## src/include/tpp_consts.vh

```
`ifndef TPP_CONSTS_VH
`define TPP_CONSTS_VH

`define TPP_ADDR_W        12
`define TPP_IDX_SLV_DATA  10'h008
`define TPP_IDX_PORT_DATA 10'h009
`define TPP_IDX_BIT_OP    10'h00A
`define TPP_IDX_DIR_STAT  10'h089
`define TPP_IDX_ANALOG    10'h09F

`define TPP_SEL_NONE      3'h0
`define TPP_SEL_SLV       3'h1
`define TPP_SEL_PORT      3'h2
`define TPP_SEL_BITOP     3'h3
`define TPP_SEL_DIR       3'h4
`define TPP_SEL_ANA       3'h5

`define TPP_BIT_IBF       7
`define TPP_BIT_OBF       6
`define TPP_BIT_INBOUND_OVERRUN_FLAG      5
`define TPP_BIT_SPS       4
`define TPP_BIT_OP_SET    7

`define TPP_DIR_RST       3'h7
`define TPP_ANA_RST       3'h0
`define TPP_LATCH_RST     3'h0
`define TPP_BYTE_RST      8'h00
`define TPP_DIGITAL_CFG   2'h3

`define TPP_RESP_OKAY     2'h0
`define TPP_RESP_SLVERR   2'h2

`endif

```

## src/logic/tpp_axil_slave.v

```verilog
`timescale 1ns/100ps
`default_nettype none
`include "tpp_consts.vh"

module tpp_axil_slave (
	input  wire                   sys_clk,  // system clock
	input  wire                   rst_b,    // synchronous reset, active low
	input  wire [`TPP_ADDR_W-1:0] awaddr,   // write address
	input  wire                   awvalid,  // write address valid
	output reg                    awready,  // write address ready
	input  wire [31:0]            wdata,    // write data
	input  wire [3:0]             wstrb,    // write byte strobes
	input  wire                   wvalid,   // write data valid
	output reg                    wready,   // write data ready
	output reg  [1:0]             bresp,    // write response
	output reg                    bvalid,   // write response valid
	input  wire                   bready,   // write response ready
	input  wire [`TPP_ADDR_W-1:0] araddr,   // read address
	input  wire                   arvalid,  // read address valid
	output reg                    arready,  // read address ready
	output reg  [31:0]            rdata,    // read data
	output reg  [1:0]             rresp,    // read response
	output reg                    rvalid,   // read data valid
	input  wire                   rready,   // read data ready
	output wire                   wr_go,    // register write strobe
	output reg  [`TPP_ADDR_W-1:0] wr_addr,  // held write address
	output reg  [31:0]            wr_data,  // held write data
	output reg  [3:0]             wr_strb,  // held byte strobes
	input  wire                   wr_err,   // write address unmapped
	output wire                   rd_go,    // register read strobe
	output reg  [`TPP_ADDR_W-1:0] rd_addr,  // held read address
	input  wire [31:0]            rd_data,  // read data from registers
	input  wire                   rd_err    // read address unmapped
);

	reg aw_have_reg;
	reg w_have_reg;
	reg ar_have_reg;

	assign wr_go = aw_have_reg & w_have_reg & ~bvalid;
	assign rd_go = ar_have_reg & ~rvalid;

	always @(posedge sys_clk) begin
		if (!rst_b) begin
			awready     <= 1'b1;
			wready      <= 1'b1;
			bvalid      <= 1'b0;
			bresp       <= `TPP_RESP_OKAY;
			aw_have_reg <= 1'b0;
			w_have_reg  <= 1'b0;
			wr_addr     <= {`TPP_ADDR_W{1'b0}};
			wr_data     <= 32'h00000000;
			wr_strb     <= 4'h0;
		end else begin
			if (awvalid && awready) begin
				aw_have_reg <= 1'b1;
				awready     <= 1'b0;
				wr_addr     <= awaddr;
			end
			if (wvalid && wready) begin
				w_have_reg <= 1'b1;
				wready     <= 1'b0;
				wr_data    <= wdata;
				wr_strb    <= wstrb;
			end
			if (wr_go) begin
				aw_have_reg <= 1'b0;
				w_have_reg  <= 1'b0;
				bvalid      <= 1'b1;
				bresp       <= wr_err ? `TPP_RESP_SLVERR : `TPP_RESP_OKAY;
			end
			if (bvalid && bready) begin
				bvalid  <= 1'b0;
				awready <= 1'b1;
				wready  <= 1'b1;
			end
		end
	end

	always @(posedge sys_clk) begin
		if (!rst_b) begin
			arready     <= 1'b1;
			rvalid      <= 1'b0;
			rresp       <= `TPP_RESP_OKAY;
			rdata       <= 32'h00000000;
			ar_have_reg <= 1'b0;
			rd_addr     <= {`TPP_ADDR_W{1'b0}};
		end else begin
			if (arvalid && arready) begin
				ar_have_reg <= 1'b1;
				arready     <= 1'b0;
				rd_addr     <= araddr;
			end
			if (rd_go) begin
				ar_have_reg <= 1'b0;
				rvalid      <= 1'b1;
				rdata       <= rd_data;
				rresp       <= rd_err ? `TPP_RESP_SLVERR : `TPP_RESP_OKAY;
			end
			if (rvalid && rready) begin
				rvalid  <= 1'b0;
				arready <= 1'b1;
			end
		end
	end

endmodule // tpp_axil_slave

`default_nettype wire

```

## src/logic/tpp_port.v

```verilog
// Design decision made here: the AXI4-Lite slave port.
`timescale 1ns/100ps
`default_nettype none
`include "tpp_consts.vh"

module tpp_port (
	input  wire                   sys_clk,         // system clock, 100 MHz
	input  wire                   rst_b,           // synchronous reset, active low
	input  wire [`TPP_ADDR_W-1:0] s_axi_awaddr,    // AXI write address
	input  wire                   s_axi_awvalid,   // AXI write address valid
	output wire                   s_axi_awready,   // AXI write address ready
	input  wire [31:0]            s_axi_wdata,     // AXI write data
	input  wire [3:0]             s_axi_wstrb,     // AXI write strobes
	input  wire                   s_axi_wvalid,    // AXI write data valid
	output wire                   s_axi_wready,    // AXI write data ready
	output wire [1:0]             s_axi_bresp,     // AXI write response
	output wire                   s_axi_bvalid,    // AXI write response valid
	input  wire                   s_axi_bready,    // AXI write response ready
	input  wire [`TPP_ADDR_W-1:0] s_axi_araddr,    // AXI read address
	input  wire                   s_axi_arvalid,   // AXI read address valid
	output wire                   s_axi_arready,   // AXI read address ready
	output wire [31:0]            s_axi_rdata,     // AXI read data
	output wire [1:0]             s_axi_rresp,     // AXI read response
	output wire                   s_axi_rvalid,    // AXI read data valid
	input  wire                   s_axi_rready,    // AXI read data ready
	input  wire [2:0]             aux_pin_in,      // pin levels; 0 read, 1 write, 2 select
	output reg  [2:0]             aux_pin_out,     // output latch
	output reg  [2:0]             aux_pin_oe,      // pin drive enables
	output reg  [2:0]             aux_analog_sel,  // pins routed to the analog mux
	input  wire [7:0]             slv_data_in,     // external data bus levels
	output reg  [7:0]             slv_data_out,    // outbound byte to the bus
	output reg                    slv_data_oe      // bus drive enable
);

	// A mask bit is 1 for every pin that the configuration makes analog.
	function [2:0] tpp_analog_mask;
		input [2:0] cfg;
		begin
			if (cfg[2:1] == `TPP_DIGITAL_CFG)
				tpp_analog_mask = 3'h0;
			else
				tpp_analog_mask = 3'h7;
		end
	endfunction

	function [2:0] tpp_decode;
		input [`TPP_ADDR_W-1:0] addr;
		begin
			tpp_decode = `TPP_SEL_NONE;
			if (addr[1:0] == 2'h0) begin
				case (addr[`TPP_ADDR_W-1:2])
					`TPP_IDX_SLV_DATA:  tpp_decode = `TPP_SEL_SLV;
					`TPP_IDX_PORT_DATA: tpp_decode = `TPP_SEL_PORT;
					`TPP_IDX_BIT_OP:    tpp_decode = `TPP_SEL_BITOP;
					`TPP_IDX_DIR_STAT:  tpp_decode = `TPP_SEL_DIR;
					`TPP_IDX_ANALOG:    tpp_decode = `TPP_SEL_ANA;
					default:            tpp_decode = `TPP_SEL_NONE;
				endcase
			end
		end
	endfunction

	// One-hot select of a single pin; index 3 selects none, so the bit
	// operation then rewrites the pin levels unchanged.
	function [2:0] tpp_pin_mask;
		input [1:0] idx;
		begin
			case (idx)
				2'h0:    tpp_pin_mask = 3'h1;
				2'h1:    tpp_pin_mask = 3'h2;
				2'h2:    tpp_pin_mask = 3'h4;
				default: tpp_pin_mask = 3'h0;
			endcase
		end
	endfunction

	reg  [2:0]  dir_reg;
	reg         sps_reg;
	reg         ibf_reg;
	reg         obf_reg;
	reg         inbound_overrun_flag_reg;
	reg  [2:0]  ana_reg;
	reg  [7:0]  in_latch_reg;
	reg  [7:0]  wcap_reg;
	reg         wr_act_q_reg;
	reg         rd_act_q_reg;

	wire        wr_go;
	wire [`TPP_ADDR_W-1:0] wr_addr;
	wire [31:0] wr_data;
	wire [3:0]  wr_strb;
	wire        rd_go;
	wire [`TPP_ADDR_W-1:0] rd_addr;
	wire [10:0] sync_level;

	reg  [31:0] rd_data;
	reg         rd_err;
	reg         wr_err;
	reg  [2:0]  bit_result;
	reg  [2:0]  bit_mask;

	wire [2:0]  wr_sel;
	wire [2:0]  rd_sel;
	wire        wr_lane;
	wire [2:0]  pins;
	wire [7:0]  bus_level;
	wire [2:0]  analog_now;
	wire [2:0]  pin_read;
	wire        sel_n;
	wire        rd_n;
	wire        wr_n;
	wire        wr_act;
	wire        rd_act;
	wire        wr_done;
	wire        rd_start;
	wire        slv_read;
	wire        slv_write;
	wire        in_accept;
	wire        in_overrun;
	wire        wr_dir_en;
	wire        wr_ana_en;
	wire        wr_port_en;
	wire        wr_bit_en;
	wire [7:0]  dir_stat_word;

	tpp_axil_slave u_bus (
		.sys_clk (sys_clk),
		.rst_b   (rst_b),
		.awaddr  (s_axi_awaddr),
		.awvalid (s_axi_awvalid),
		.awready (s_axi_awready),
		.wdata   (s_axi_wdata),
		.wstrb   (s_axi_wstrb),
		.wvalid  (s_axi_wvalid),
		.wready  (s_axi_wready),
		.bresp   (s_axi_bresp),
		.bvalid  (s_axi_bvalid),
		.bready  (s_axi_bready),
		.araddr  (s_axi_araddr),
		.arvalid (s_axi_arvalid),
		.arready (s_axi_arready),
		.rdata   (s_axi_rdata),
		.rresp   (s_axi_rresp),
		.rvalid  (s_axi_rvalid),
		.rready  (s_axi_rready),
		.wr_go   (wr_go),
		.wr_addr (wr_addr),
		.wr_data (wr_data),
		.wr_strb (wr_strb),
		.wr_err  (wr_err),
		.rd_go   (rd_go),
		.rd_addr (rd_addr),
		.rd_data (rd_data),
		.rd_err  (rd_err)
	);

	// Pins and the data bus come from outside the clock domain.
	tpp_sync3 #(
		.WIDTH (11)
	) u_sync (
		.sys_clk   (sys_clk),
		.rst_b     (rst_b),
		.async_in  ({slv_data_in, aux_pin_in}),
		.level_out (sync_level)
	);

	assign pins      = sync_level[2:0];
	assign bus_level = sync_level[10:3];
	assign wr_sel    = tpp_decode(wr_addr);
	assign rd_sel    = tpp_decode(rd_addr);
	assign wr_lane   = wr_go & wr_strb[0];

	// Only byte lane 0 carries register bits; a write without it is answered
	// but changes nothing.
	assign wr_dir_en  = wr_lane & (wr_sel == `TPP_SEL_DIR);
	assign wr_ana_en  = wr_lane & (wr_sel == `TPP_SEL_ANA);
	assign wr_port_en = wr_lane & (wr_sel == `TPP_SEL_PORT);
	assign wr_bit_en  = wr_lane & (wr_sel == `TPP_SEL_BITOP);

	assign analog_now = tpp_analog_mask(ana_reg);
	assign pin_read   = pins & ~analog_now;

	// Bit 3 is unimplemented and always reads zero.
	assign dir_stat_word = {ibf_reg, obf_reg, inbound_overrun_flag_reg, sps_reg, 1'b0, dir_reg};

	// Strobes only count while the device is selected and in slave mode.
	assign sel_n  = pins[2];
	assign rd_n   = pins[0];
	assign wr_n   = pins[1];
	assign wr_act = sps_reg & ~sel_n & ~wr_n;
	assign rd_act = sps_reg & ~sel_n & ~rd_n;

	// A write completes when either strobe rises; leaving slave mode mid
	// strobe drops the byte rather than inventing a completion.
	assign wr_done  = sps_reg & wr_act_q_reg & ~wr_act;
	assign rd_start = rd_act & ~rd_act_q_reg;

	assign slv_read  = rd_go & (rd_sel == `TPP_SEL_SLV);
	assign slv_write = wr_lane & (wr_sel == `TPP_SEL_SLV);

	// A byte that lands while software is reading the old one is taken,
	// so the fresh arrival wins over the clear.
	assign in_accept  = wr_done & (~ibf_reg | slv_read);
	assign in_overrun = wr_done & ibf_reg & ~slv_read;

	always @* begin
		wr_err = (wr_sel == `TPP_SEL_NONE);
		rd_err = (rd_sel == `TPP_SEL_NONE);
		rd_data = 32'h00000000;
		case (rd_sel)
			`TPP_SEL_SLV:  rd_data[7:0] = in_latch_reg;
			`TPP_SEL_PORT: rd_data[2:0] = pin_read;
			`TPP_SEL_DIR:  rd_data[7:0] = dir_stat_word;
			`TPP_SEL_ANA:  rd_data[2:0] = ana_reg;
			default:       rd_data = 32'h00000000;
		endcase
	end

	// Bit set and clear start from the pin levels, so a digital input pin's level
	// lands in its latch bit; switching it to output later shows that level.
	always @* begin
		bit_mask   = tpp_pin_mask(wr_data[1:0]);
		bit_result = pin_read & ~bit_mask;
		if (wr_data[`TPP_BIT_OP_SET])
			bit_result = bit_result | bit_mask;
	end

	always @(posedge sys_clk) begin
		if (!rst_b) begin
			dir_reg  <= `TPP_DIR_RST;
			sps_reg  <= 1'b0;
			inbound_overrun_flag_reg <= 1'b0;
			ana_reg  <= `TPP_ANA_RST;
		end else begin
			if (wr_dir_en) begin
				dir_reg <= wr_data[2:0];
				sps_reg <= wr_data[`TPP_BIT_SPS];
			end
			// Software may write the overrun bit either way, but an overrun in
			// the same cycle wins so that the event is never lost.
			if (in_overrun)
				inbound_overrun_flag_reg <= 1'b1;
			else if (wr_dir_en)
				inbound_overrun_flag_reg <= wr_data[`TPP_BIT_INBOUND_OVERRUN_FLAG];
			if (wr_ana_en)
				ana_reg <= wr_data[2:0];
		end
	end

	// The latch keeps its value while a pin is an input, so turning the pin
	// into an output later drives whatever was last written or rewritten.
	always @(posedge sys_clk) begin
		if (!rst_b) begin
			aux_pin_out <= `TPP_LATCH_RST;
		end else if (wr_port_en) begin
			aux_pin_out <= wr_data[2:0];
		end else if (wr_bit_en) begin
			aux_pin_out <= bit_result;
		end
	end

	// Inbound side: the bus byte is sampled every cycle of an active write
	// and the last sample is kept when the strobe ends.
	always @(posedge sys_clk) begin
		if (!rst_b) begin
			ibf_reg      <= 1'b0;
			in_latch_reg <= `TPP_BYTE_RST;
			wcap_reg     <= `TPP_BYTE_RST;
			wr_act_q_reg <= 1'b0;
		end else begin
			wr_act_q_reg <= wr_act;
			if (wr_act)
				wcap_reg <= bus_level;
			if (in_accept)
				in_latch_reg <= wcap_reg;
			if (!sps_reg)
				ibf_reg <= 1'b0;
			else if (in_accept)
				ibf_reg <= 1'b1;
			else if (slv_read)
				ibf_reg <= 1'b0;
		end
	end

	// Outbound side: a firmware write in the same cycle as a read start
	// keeps the flag set, since the new byte has not been read yet.
	always @(posedge sys_clk) begin
		if (!rst_b) begin
			obf_reg      <= 1'b0;
			slv_data_out <= `TPP_BYTE_RST;
			rd_act_q_reg <= 1'b0;
		end else begin
			rd_act_q_reg <= rd_act;
			if (slv_write)
				slv_data_out <= wr_data[7:0];
			if (!sps_reg)
				obf_reg <= 1'b0;
			else if (slv_write)
				obf_reg <= 1'b1;
			else if (rd_start)
				obf_reg <= 1'b0;
		end
	end

	// Drivers follow the direction bits even for analog pins, which is why
	// software must leave analog pins set as inputs.
	always @(posedge sys_clk) begin
		if (!rst_b) begin
			aux_pin_oe     <= 3'h0;
			aux_analog_sel <= 3'h7;
			slv_data_oe    <= 1'b0;
		end else begin
			aux_pin_oe     <= ~dir_reg;
			aux_analog_sel <= analog_now;
			slv_data_oe    <= rd_act;
		end
	end

endmodule // tpp_port

`default_nettype wire

```

## src/logic/tpp_sync3.v

```verilog
`timescale 1ns/100ps
`default_nettype none

module tpp_sync3 #(
	parameter WIDTH = 11
) (
	input  wire             sys_clk,   // system clock
	input  wire             rst_b,     // synchronous reset, active low
	input  wire [WIDTH-1:0] async_in,  // raw pin levels
	output reg  [WIDTH-1:0] level_out  // filtered levels
);

	reg [WIDTH-1:0] stage1_reg;
	reg [WIDTH-1:0] stage2_reg;
	reg [WIDTH-1:0] stage3_reg;
	wire [WIDTH-1:0] agree;

	// A bit only moves once the second and third stages agree, so a
	// metastable settle in the second stage never reaches the output.
	assign agree = ~(stage2_reg ^ stage3_reg);

	always @(posedge sys_clk) begin
		if (!rst_b) begin
			stage1_reg <= {WIDTH{1'b1}};
			stage2_reg <= {WIDTH{1'b1}};
			stage3_reg <= {WIDTH{1'b1}};
			level_out  <= {WIDTH{1'b1}};
		end else begin
			stage1_reg <= async_in;
			stage2_reg <= stage1_reg;
			stage3_reg <= stage2_reg;
			level_out  <= (level_out & ~agree) | (stage3_reg & agree);
		end
	end

endmodule // tpp_sync3

`default_nettype wire

```

## config.mk

```make
export PLATFORM = sky130hd
export DESIGN_NAME = tpp_port
export DESIGN_NICKNAME = d
export VERILOG_FILES = /design/src/logic/tpp_axil_slave.v /design/src/logic/tpp_port.v /design/src/logic/tpp_sync3.v
export VERILOG_INCLUDE_DIRS = /design/src /design/src/include
export SDC_FILE = /design/constraint.sdc
export NUM_CORES = 1
export LEC_CHECK = 0
export BUFFER_PORTS_ARGS = -buffer_cell sky130_fd_sc_hd__buf_2
export CAP_MARGIN = 20
export CORE_MARGIN = 4
export CORE_UTILIZATION = 44
export CTS_CLUSTER_SIZE = 30
export DETAILED_ROUTE_END_ITERATION = 8
export GPL_TIMING_DRIVEN = 0
export PLACE_DENSITY = 0.68
export SYNTH_ARGS = -nofsm -noshare
export SYNTH_HDL_FRONTEND = slang
export SYNTH_SLANG_ARGS = --single-unit
```

## constraint.sdc

```tcl
create_clock -name sys_clk -period 4 [get_ports sys_clk]
set_input_delay 0.4 -clock sys_clk [delete_from_list [all_inputs] [get_ports sys_clk]]
set_output_delay 0.4 -clock sys_clk [all_outputs]
set_load 0.05 [all_outputs]
```

[Yosys cells after proc, flatten, opt, wreduce, memory -nomap -nowiden]
Index checks and enable logic that the tools add are counted.
Storage, ports and cells
  register bits: 142
  bits of input ports: 78
  output and inout bits: 59
  word-level logic and storage cells: 135
Operators by class
  equal/unequal tests: 22
  muxes and demuxes: 19
  bitwise operators: 42
  reductions and logical operators: 19
Operator list (count)
  10-bit by 4-bit == test with 1-bit output (second input constant): 6
  10-bit by 8-bit == test with 1-bit output (second input constant): 4
  3-bit case mux with 5 select lines: 2
  11-bit AND: 2
  11-bit NOT: 2
  1-bit AND: 19
  3-bit 2-to-1 mux: 6
  3-bit == test (second input constant): 4
  3-bit case mux with 4 select lines: 1
  11-bit bitwise OR: 1
  11-bit bitwise XOR: 1
  1-bit NOT: 10
  5-bit case mux with 2 select lines: 1
  3-bit by 2-bit == test with 1-bit output (second input constant): 3
  3-bit NOT: 3
  3-bit case mux with 3 select lines: 1
  2-bit nonzero test: 4
  2-bit OR reduction: 4
  3-bit AND: 2
  3-bit by 1-bit == test with 1-bit output (second input constant): 2
  2-bit logical NOT: 3
  3-bit logical NOT: 2
  1-bit 2-to-1 mux: 6
  1-bit logical AND: 5
  other kinds (6): 8

[Depth between registers and ports, before layout]
  word-level depth: 9
  gate-level depth with buffers: 8
  depth with buffers taken out: 5

[Cells and area by module]
From an unflattened synthesis, not the netlist that was laid out.
Unflattened totals
  cells, all modules: 800
  area total of the unflattened synthesis: 7313.3 um2
Modules (own cells, without submodules)
  tpp_axil_slave: times used 1, cells an instance 445, area each 3943.8 um2, seq. area each 2042.0 um2
  tpp_port: times used 1, cells an instance 241, area each 2107.0 um2, seq. area each 860.8 um2
  tpp_sync3: times used 1, cells an instance 114, area each 1262.5 um2, seq. area each 880.8 um2

[Least setup slack after synthesis]
OpenSTA, ideal clock, no wires.
  kind: flip-flop to flip-flop
  from: register u_bus.bvalid
  to: register slv_data_out[6]
  library setup time: 0.115 ns
  arrival: 1.904 ns
  required time: 3.885 ns
  setup slack: 1.982 ns
  stages on the path, launching flop included: 9
  buffers on the path: 3
  period minus slack after synthesis: 2.018 ns
  cells stage by stage: dfxtp_1 -> and3b_1 -> clkbuf_1 -> nand2_1 -> or4b_1 -> buf_6 -> buf_8 -> nand3_2 -> o21ai_2
On the way
  word-level cells in the longest chain between the ends: 4
RTL lines
  start: declaration: line tpp_axil_slave.v:16  | output reg bvalid,
  start signal: assignment: line tpp_axil_slave.v:47  | bvalid <= 1'b0;
  start signal: assignment: line tpp_axil_slave.v:69  | bvalid <= 1'b1;
  start signal: assignment: line tpp_axil_slave.v:73  | bvalid <= 1'b0;
  1-bit NOT: line tpp_axil_slave.v:40  | assign wr_go = aw_have_reg & w_have_reg & ~bvalid;
  1-bit AND: line tpp_axil_slave.v:40
  1-bit AND: line tpp_port.v:171  | assign wr_lane = wr_go & wr_strb[0];
  1-bit AND: line tpp_port.v:199  | assign slv_write = wr_lane & (wr_sel == `TPP_SEL_SLV);
  end signal: assignment: line tpp_port.v:290  | slv_data_out <= `TPP_BYTE_RST;
  end signal: assignment: line tpp_port.v:295  | slv_data_out <= wr_data[7:0];
  end: declaration: line tpp_port.v:31  | output reg [7:0] slv_data_out,
No other way between the ends.
A chain may end at the register's enable or synchronous reset.

[Worst setup path in the final report]
  from: register u_bus.rd_addr[7]
  to: register u_bus.rdata[0]
On the way
  word-level cells in the longest chain between the ends: 5
  elaborated cells on any way between the ends: 12
  those cells by class: eq/ne: 9; mux: 3
RTL lines
  start: declaration: line tpp_axil_slave.v:31  | output reg [`TPP_ADDR_W-1:0] rd_addr,
  start signal: assignment: line tpp_axil_slave.v:87  | rd_addr <= {`TPP_ADDR_W{1'b0}};
  start signal: assignment: line tpp_axil_slave.v:92  | rd_addr <= araddr;
  10-bit by 8-bit == test with 1-bit output / 10-bit by 4-bit == test with 1-bit output (equally long branches): line tpp_port.v:51  | case (addr[`TPP_ADDR_W-1:2])
  3-bit case mux with 5 select lines *: line tpp_port.v:51
  3-bit 2-to-1 mux *: line tpp_port.v:50  | if (addr[1:0] == 2'h0) begin
  3-bit == test, or another cell as far along: line tpp_port.v:210  | case (rd_sel)
  3-bit case mux with 4 select lines *: line tpp_port.v:210
  end signal: assignment: line tpp_axil_slave.v:97  | rdata <= rd_data;
  end: declaration: line tpp_axil_slave.v:21  | output reg [31:0] rdata,
Mark *: on every way between the ends. The rest lies on a longest branch, timed or not.

==> results by group <==
Run
  – Maximum Capacitance Violations: 0

Logic synthesis
  – Main combinational cell family by area after synthesis: simple AND/OR/NAND/NOR gates
  – Post-synth top cells: dfxtp_1 (138), nand2_1 (125), a21boi_0 (46)
  – Mux share of post-synthesis cell area: 3.650%
  – Sequential cell area fraction in the yosys report: around half
  – Synth top area share: 50.38%
  – Yosys warnings: 0
  – Synth top area cells: dfxtp_1 (50%), nand2_1 (8.6%), a21boi_0 (6.3%), nand2b_1 (4.1%), buf_4 (3.8%)
  – Netlist cell types: 54
  – Post-Synth XOR/XNOR Area: less than 1%
  – Cells after Synth: 604
  – Largest area contributor in the netlist: dfxtp_1
  – Adder-cell share of the synthesized area: 0%
  – Dominant synthesized flop cell: dfxtp_1
  – Post-Synth Simple-Gate Area: 23.23%
  – Synthesized cell area: 0.005484 mm2
  – #FFs+latches synth: 138
  – Compound-gate portion of the synthesized area: 15.99%
  – Post-synth EDFFs: 0
  – Synth async-reset ratio: 0%
  – Most used standard cell by instance count after synthesis: dfxtp_1
  – Avg Cell Area, Syn: 9.079 um2

Floorplan
  – # rows: 40
  – Initial core utilization: 45.28%
  – Core area: 0.01211 mm2
  – # IOs: around 140
  – Die Width: 119.6 um
  – Die Height: 119.6 um
  – DIE AREA: 0.01431 mm2

Worst hold path
  – Hold Crit Endpoint: u_sync.stage1_reg[4]$_SDFF_PN1_
  – Min-delay worst type: input port to flip-flop
  – WHS Path Cells: 2
  – Hold_sp: slv_data_in[1]

Setup path
  – Arr. time, crit path: 2.59 ns
  – Crit-path slowest cell: nor3_1
  – Crit Path Category: flip-flop to flip-flop
  – Critical Path, Cell by Cell: nor4b_2 -> nand2_1 -> nor3_1 -> a21boi_0 -> a32oi_1
  – Critical Path End Type: flip-flop
  – Worst R2R Start: u_bus.rd_addr[7]$_SDFFE_PN0P_
  – Worst Setup Start Kind: flip-flop
  – R2R Setup Slk: 1.72 ns
  – Data required, critical path: around 4.3 ns
  – Crit Path Max Fanout: 6
  – Critical R2R Capture: u_bus.rdata[0]$_SDFFE_PN0P_
  – Critical Path Max Stage Delay: 0.60 ns
  – R2R depth: 5

Timing
  – Part of the cycle the worst path needs: ~57%
  – Slew @ Worst Pin: about 0.77 ns
  – Clock skew: 0.01299 ns
  – Final setup vio count: 0
  – Setup TNS: 0 ns
  – Min Tclk post-route: 2.276 ns
  – Final Slew Violations: 0
  – Slew margin rel.: between 40% and 50%
  – Fin. Hold Viols: 0
  – RSZ-0062 raised after global routing: false
  – Peak Freq: 439.3 MHz

Power
  – Combinational share of power: 9.0%
  – Peak VDD IR: 0.0003959 V
  – Clock share of power: a little under half
  – Register share of total power: 43.5%
  – Total power: 3.346 mW
  – Power per cell area: 492.3 mW/mm2
  – Leakage: 2.812 nW
  – P_sw: about 0.77 mW
  – Internal Power: 2.575 mW
  – Sw Share: between 20% and 30%

Clocking
  – Hold_buf cts: 0
  – Clk sink count: 138
  – CTS root buffer: clkbuf_16
  – Clk pin slew, worst setup/hold paths: 0.06 ns
  – Max H-tree Level: 4
  – CTS Buf Count: 17
  – Worst-Skew Late Latency: 0.41 ns
  – Post_cts resized: 0
  – Buffers inserted by post-CTS timing repair: 0
  – CTS tree: built
  – Clock buffer depth: 2

Global routing
  – Tot GR Track Use: between 15 and 20%
  – Grt total ovfl: 0
  – Initial antenna violation count: 0
  – Number of global-route vias before repair: 4328
  – First-pass GRT wire length: ~21000 um
  – Largest net degree at the start of global routing: 17

Finish
  – Nets: 808
  – Fill cells: 1130
  – Share of layout cells above drive strength 1: 21.59%
  – Biggest regs: u_bus.rd_addr: 12 flops, u_bus.wr_addr: 12 flops
  – Diode count: 0
  – P&R area growth vs syn: 23.96%

Place
  – # port buffers: 82
  – Final HPWL DP: 9292 um
  – Placer Congestion: a little over 0.9

Routing
  – Vias: 4455
  – Final wirelength: 12530 um
  – Routed WL per cell: 13.78 um
  – Initial DRT Pass Iterations: 4
  – 1st-iter DRT viols: 252
  – Vias/cell: just under 5
  – # DRC: 0
  – Post-DRT Antenna Nets: 0

Status
  – Status: completed
-- cell type report --
cell class              count  area [um2]  area share, %
clock buffers              22       454.2          6.681
clock inverters             8       145.1          2.135
well taps                 168       210.2          3.092
inverters                   4       15.01         0.2209
flip-flops and latches    138        2763          40.64
multi-input cells         431        2466          36.28
plain buffers              56       334.1          4.914
repair buffers             82       410.4          6.037
-- per-stage QoR --
step           setup slack (ns)  utilization (%)  hold WS (ns)  cells  area, um2
6_report                  1.724            56.13        0.1647    909       6798
5_1_grt                   1.497            56.13        0.1628    909       6798
4_1_cts                   1.717            56.13        0.1560    909       6798
3_5_place_dp              1.729            51.18        0.3925    879       6198
3_3_place_gp              1.767            51.18        0.3896    879       6198
2_1_floorplan             1.982                -        0.3863    629       5578
-- power by group through the flow --
stage          registers (mW)  clock network [mW]  logic [mW]
2_1_floorplan            1.51                   0       0.199
3_3_place_gp             1.48                   0       0.296
3_5_place_dp             1.48                   0       0.302
4_1_cts                  1.46                1.62       0.304
5_1_grt                  1.46                1.69       0.332
6_report                 1.46                1.59       0.302
-- worst max-delay path, delay by kind of cell, from the launching register on --
kind               cells  cell delay (ns)
and+or+nand+nor        3             1.40
AOI/OAI and AO/OA      2             0.47
DFF                    1             0.32
-- worst max-delay path by stage --
stage                     cells after the start  slack, ns                      endpoint                     startpoint
after floorplan                               8       1.98  slv_data_out[6]$_SDFFE_PN0P_      u_bus.bvalid$_SDFFE_PP0P_
after global placement                        5       1.77   u_bus.rdata[0]$_SDFFE_PN0P_  u_bus.rd_addr[7]$_SDFFE_PN0P_
after detailed placement                      5       1.73   u_bus.rdata[0]$_SDFFE_PN0P_  u_bus.rd_addr[7]$_SDFFE_PN0P_
after CTS                                     5       1.72   u_bus.rdata[0]$_SDFFE_PN0P_  u_bus.rd_addr[7]$_SDFFE_PN0P_
after global routing                          5       1.50   u_bus.rdata[0]$_SDFFE_PN0P_  u_bus.rd_addr[7]$_SDFFE_PN0P_
final                                         5       1.72   u_bus.rdata[0]$_SDFFE_PN0P_  u_bus.rd_addr[7]$_SDFFE_PN0P_
-- routing by layer --
metal	vias up	GRT usage, %	wire length (um)
met5	-	0	0
met4	0	5.727	146
met3	12	6.079	919
met2	140	29.27	5912
met1	2047	22.37	5547
li1	2256	-	-
-- cells by family (layout without fill, tap and decap cells) --
family          after synthesis  count (layout)
compound gates              124             124
flops                       138             138
xor+xnor                      2               2
buf+inv                      60             172
other cells                   1              26
mux                          20              20
simple gates                259             259
-- cells in the final DEF (no fill, tap or decap), types with 8 or more instances in the layout --
master     count
buf_2         82
nand2_1      125
mux2i_1       20
buf_4         28
clkbuf_16     17
a21oi_1       16
a21boi_0      46
o21ai_0       26
nand2b_1      36
nand3_1       22
conb_1        26
nor2_1        28
o21ai_2        8
dfxtp_1      138
clkbuf_1      28
(Power assumes the default switching activity.)
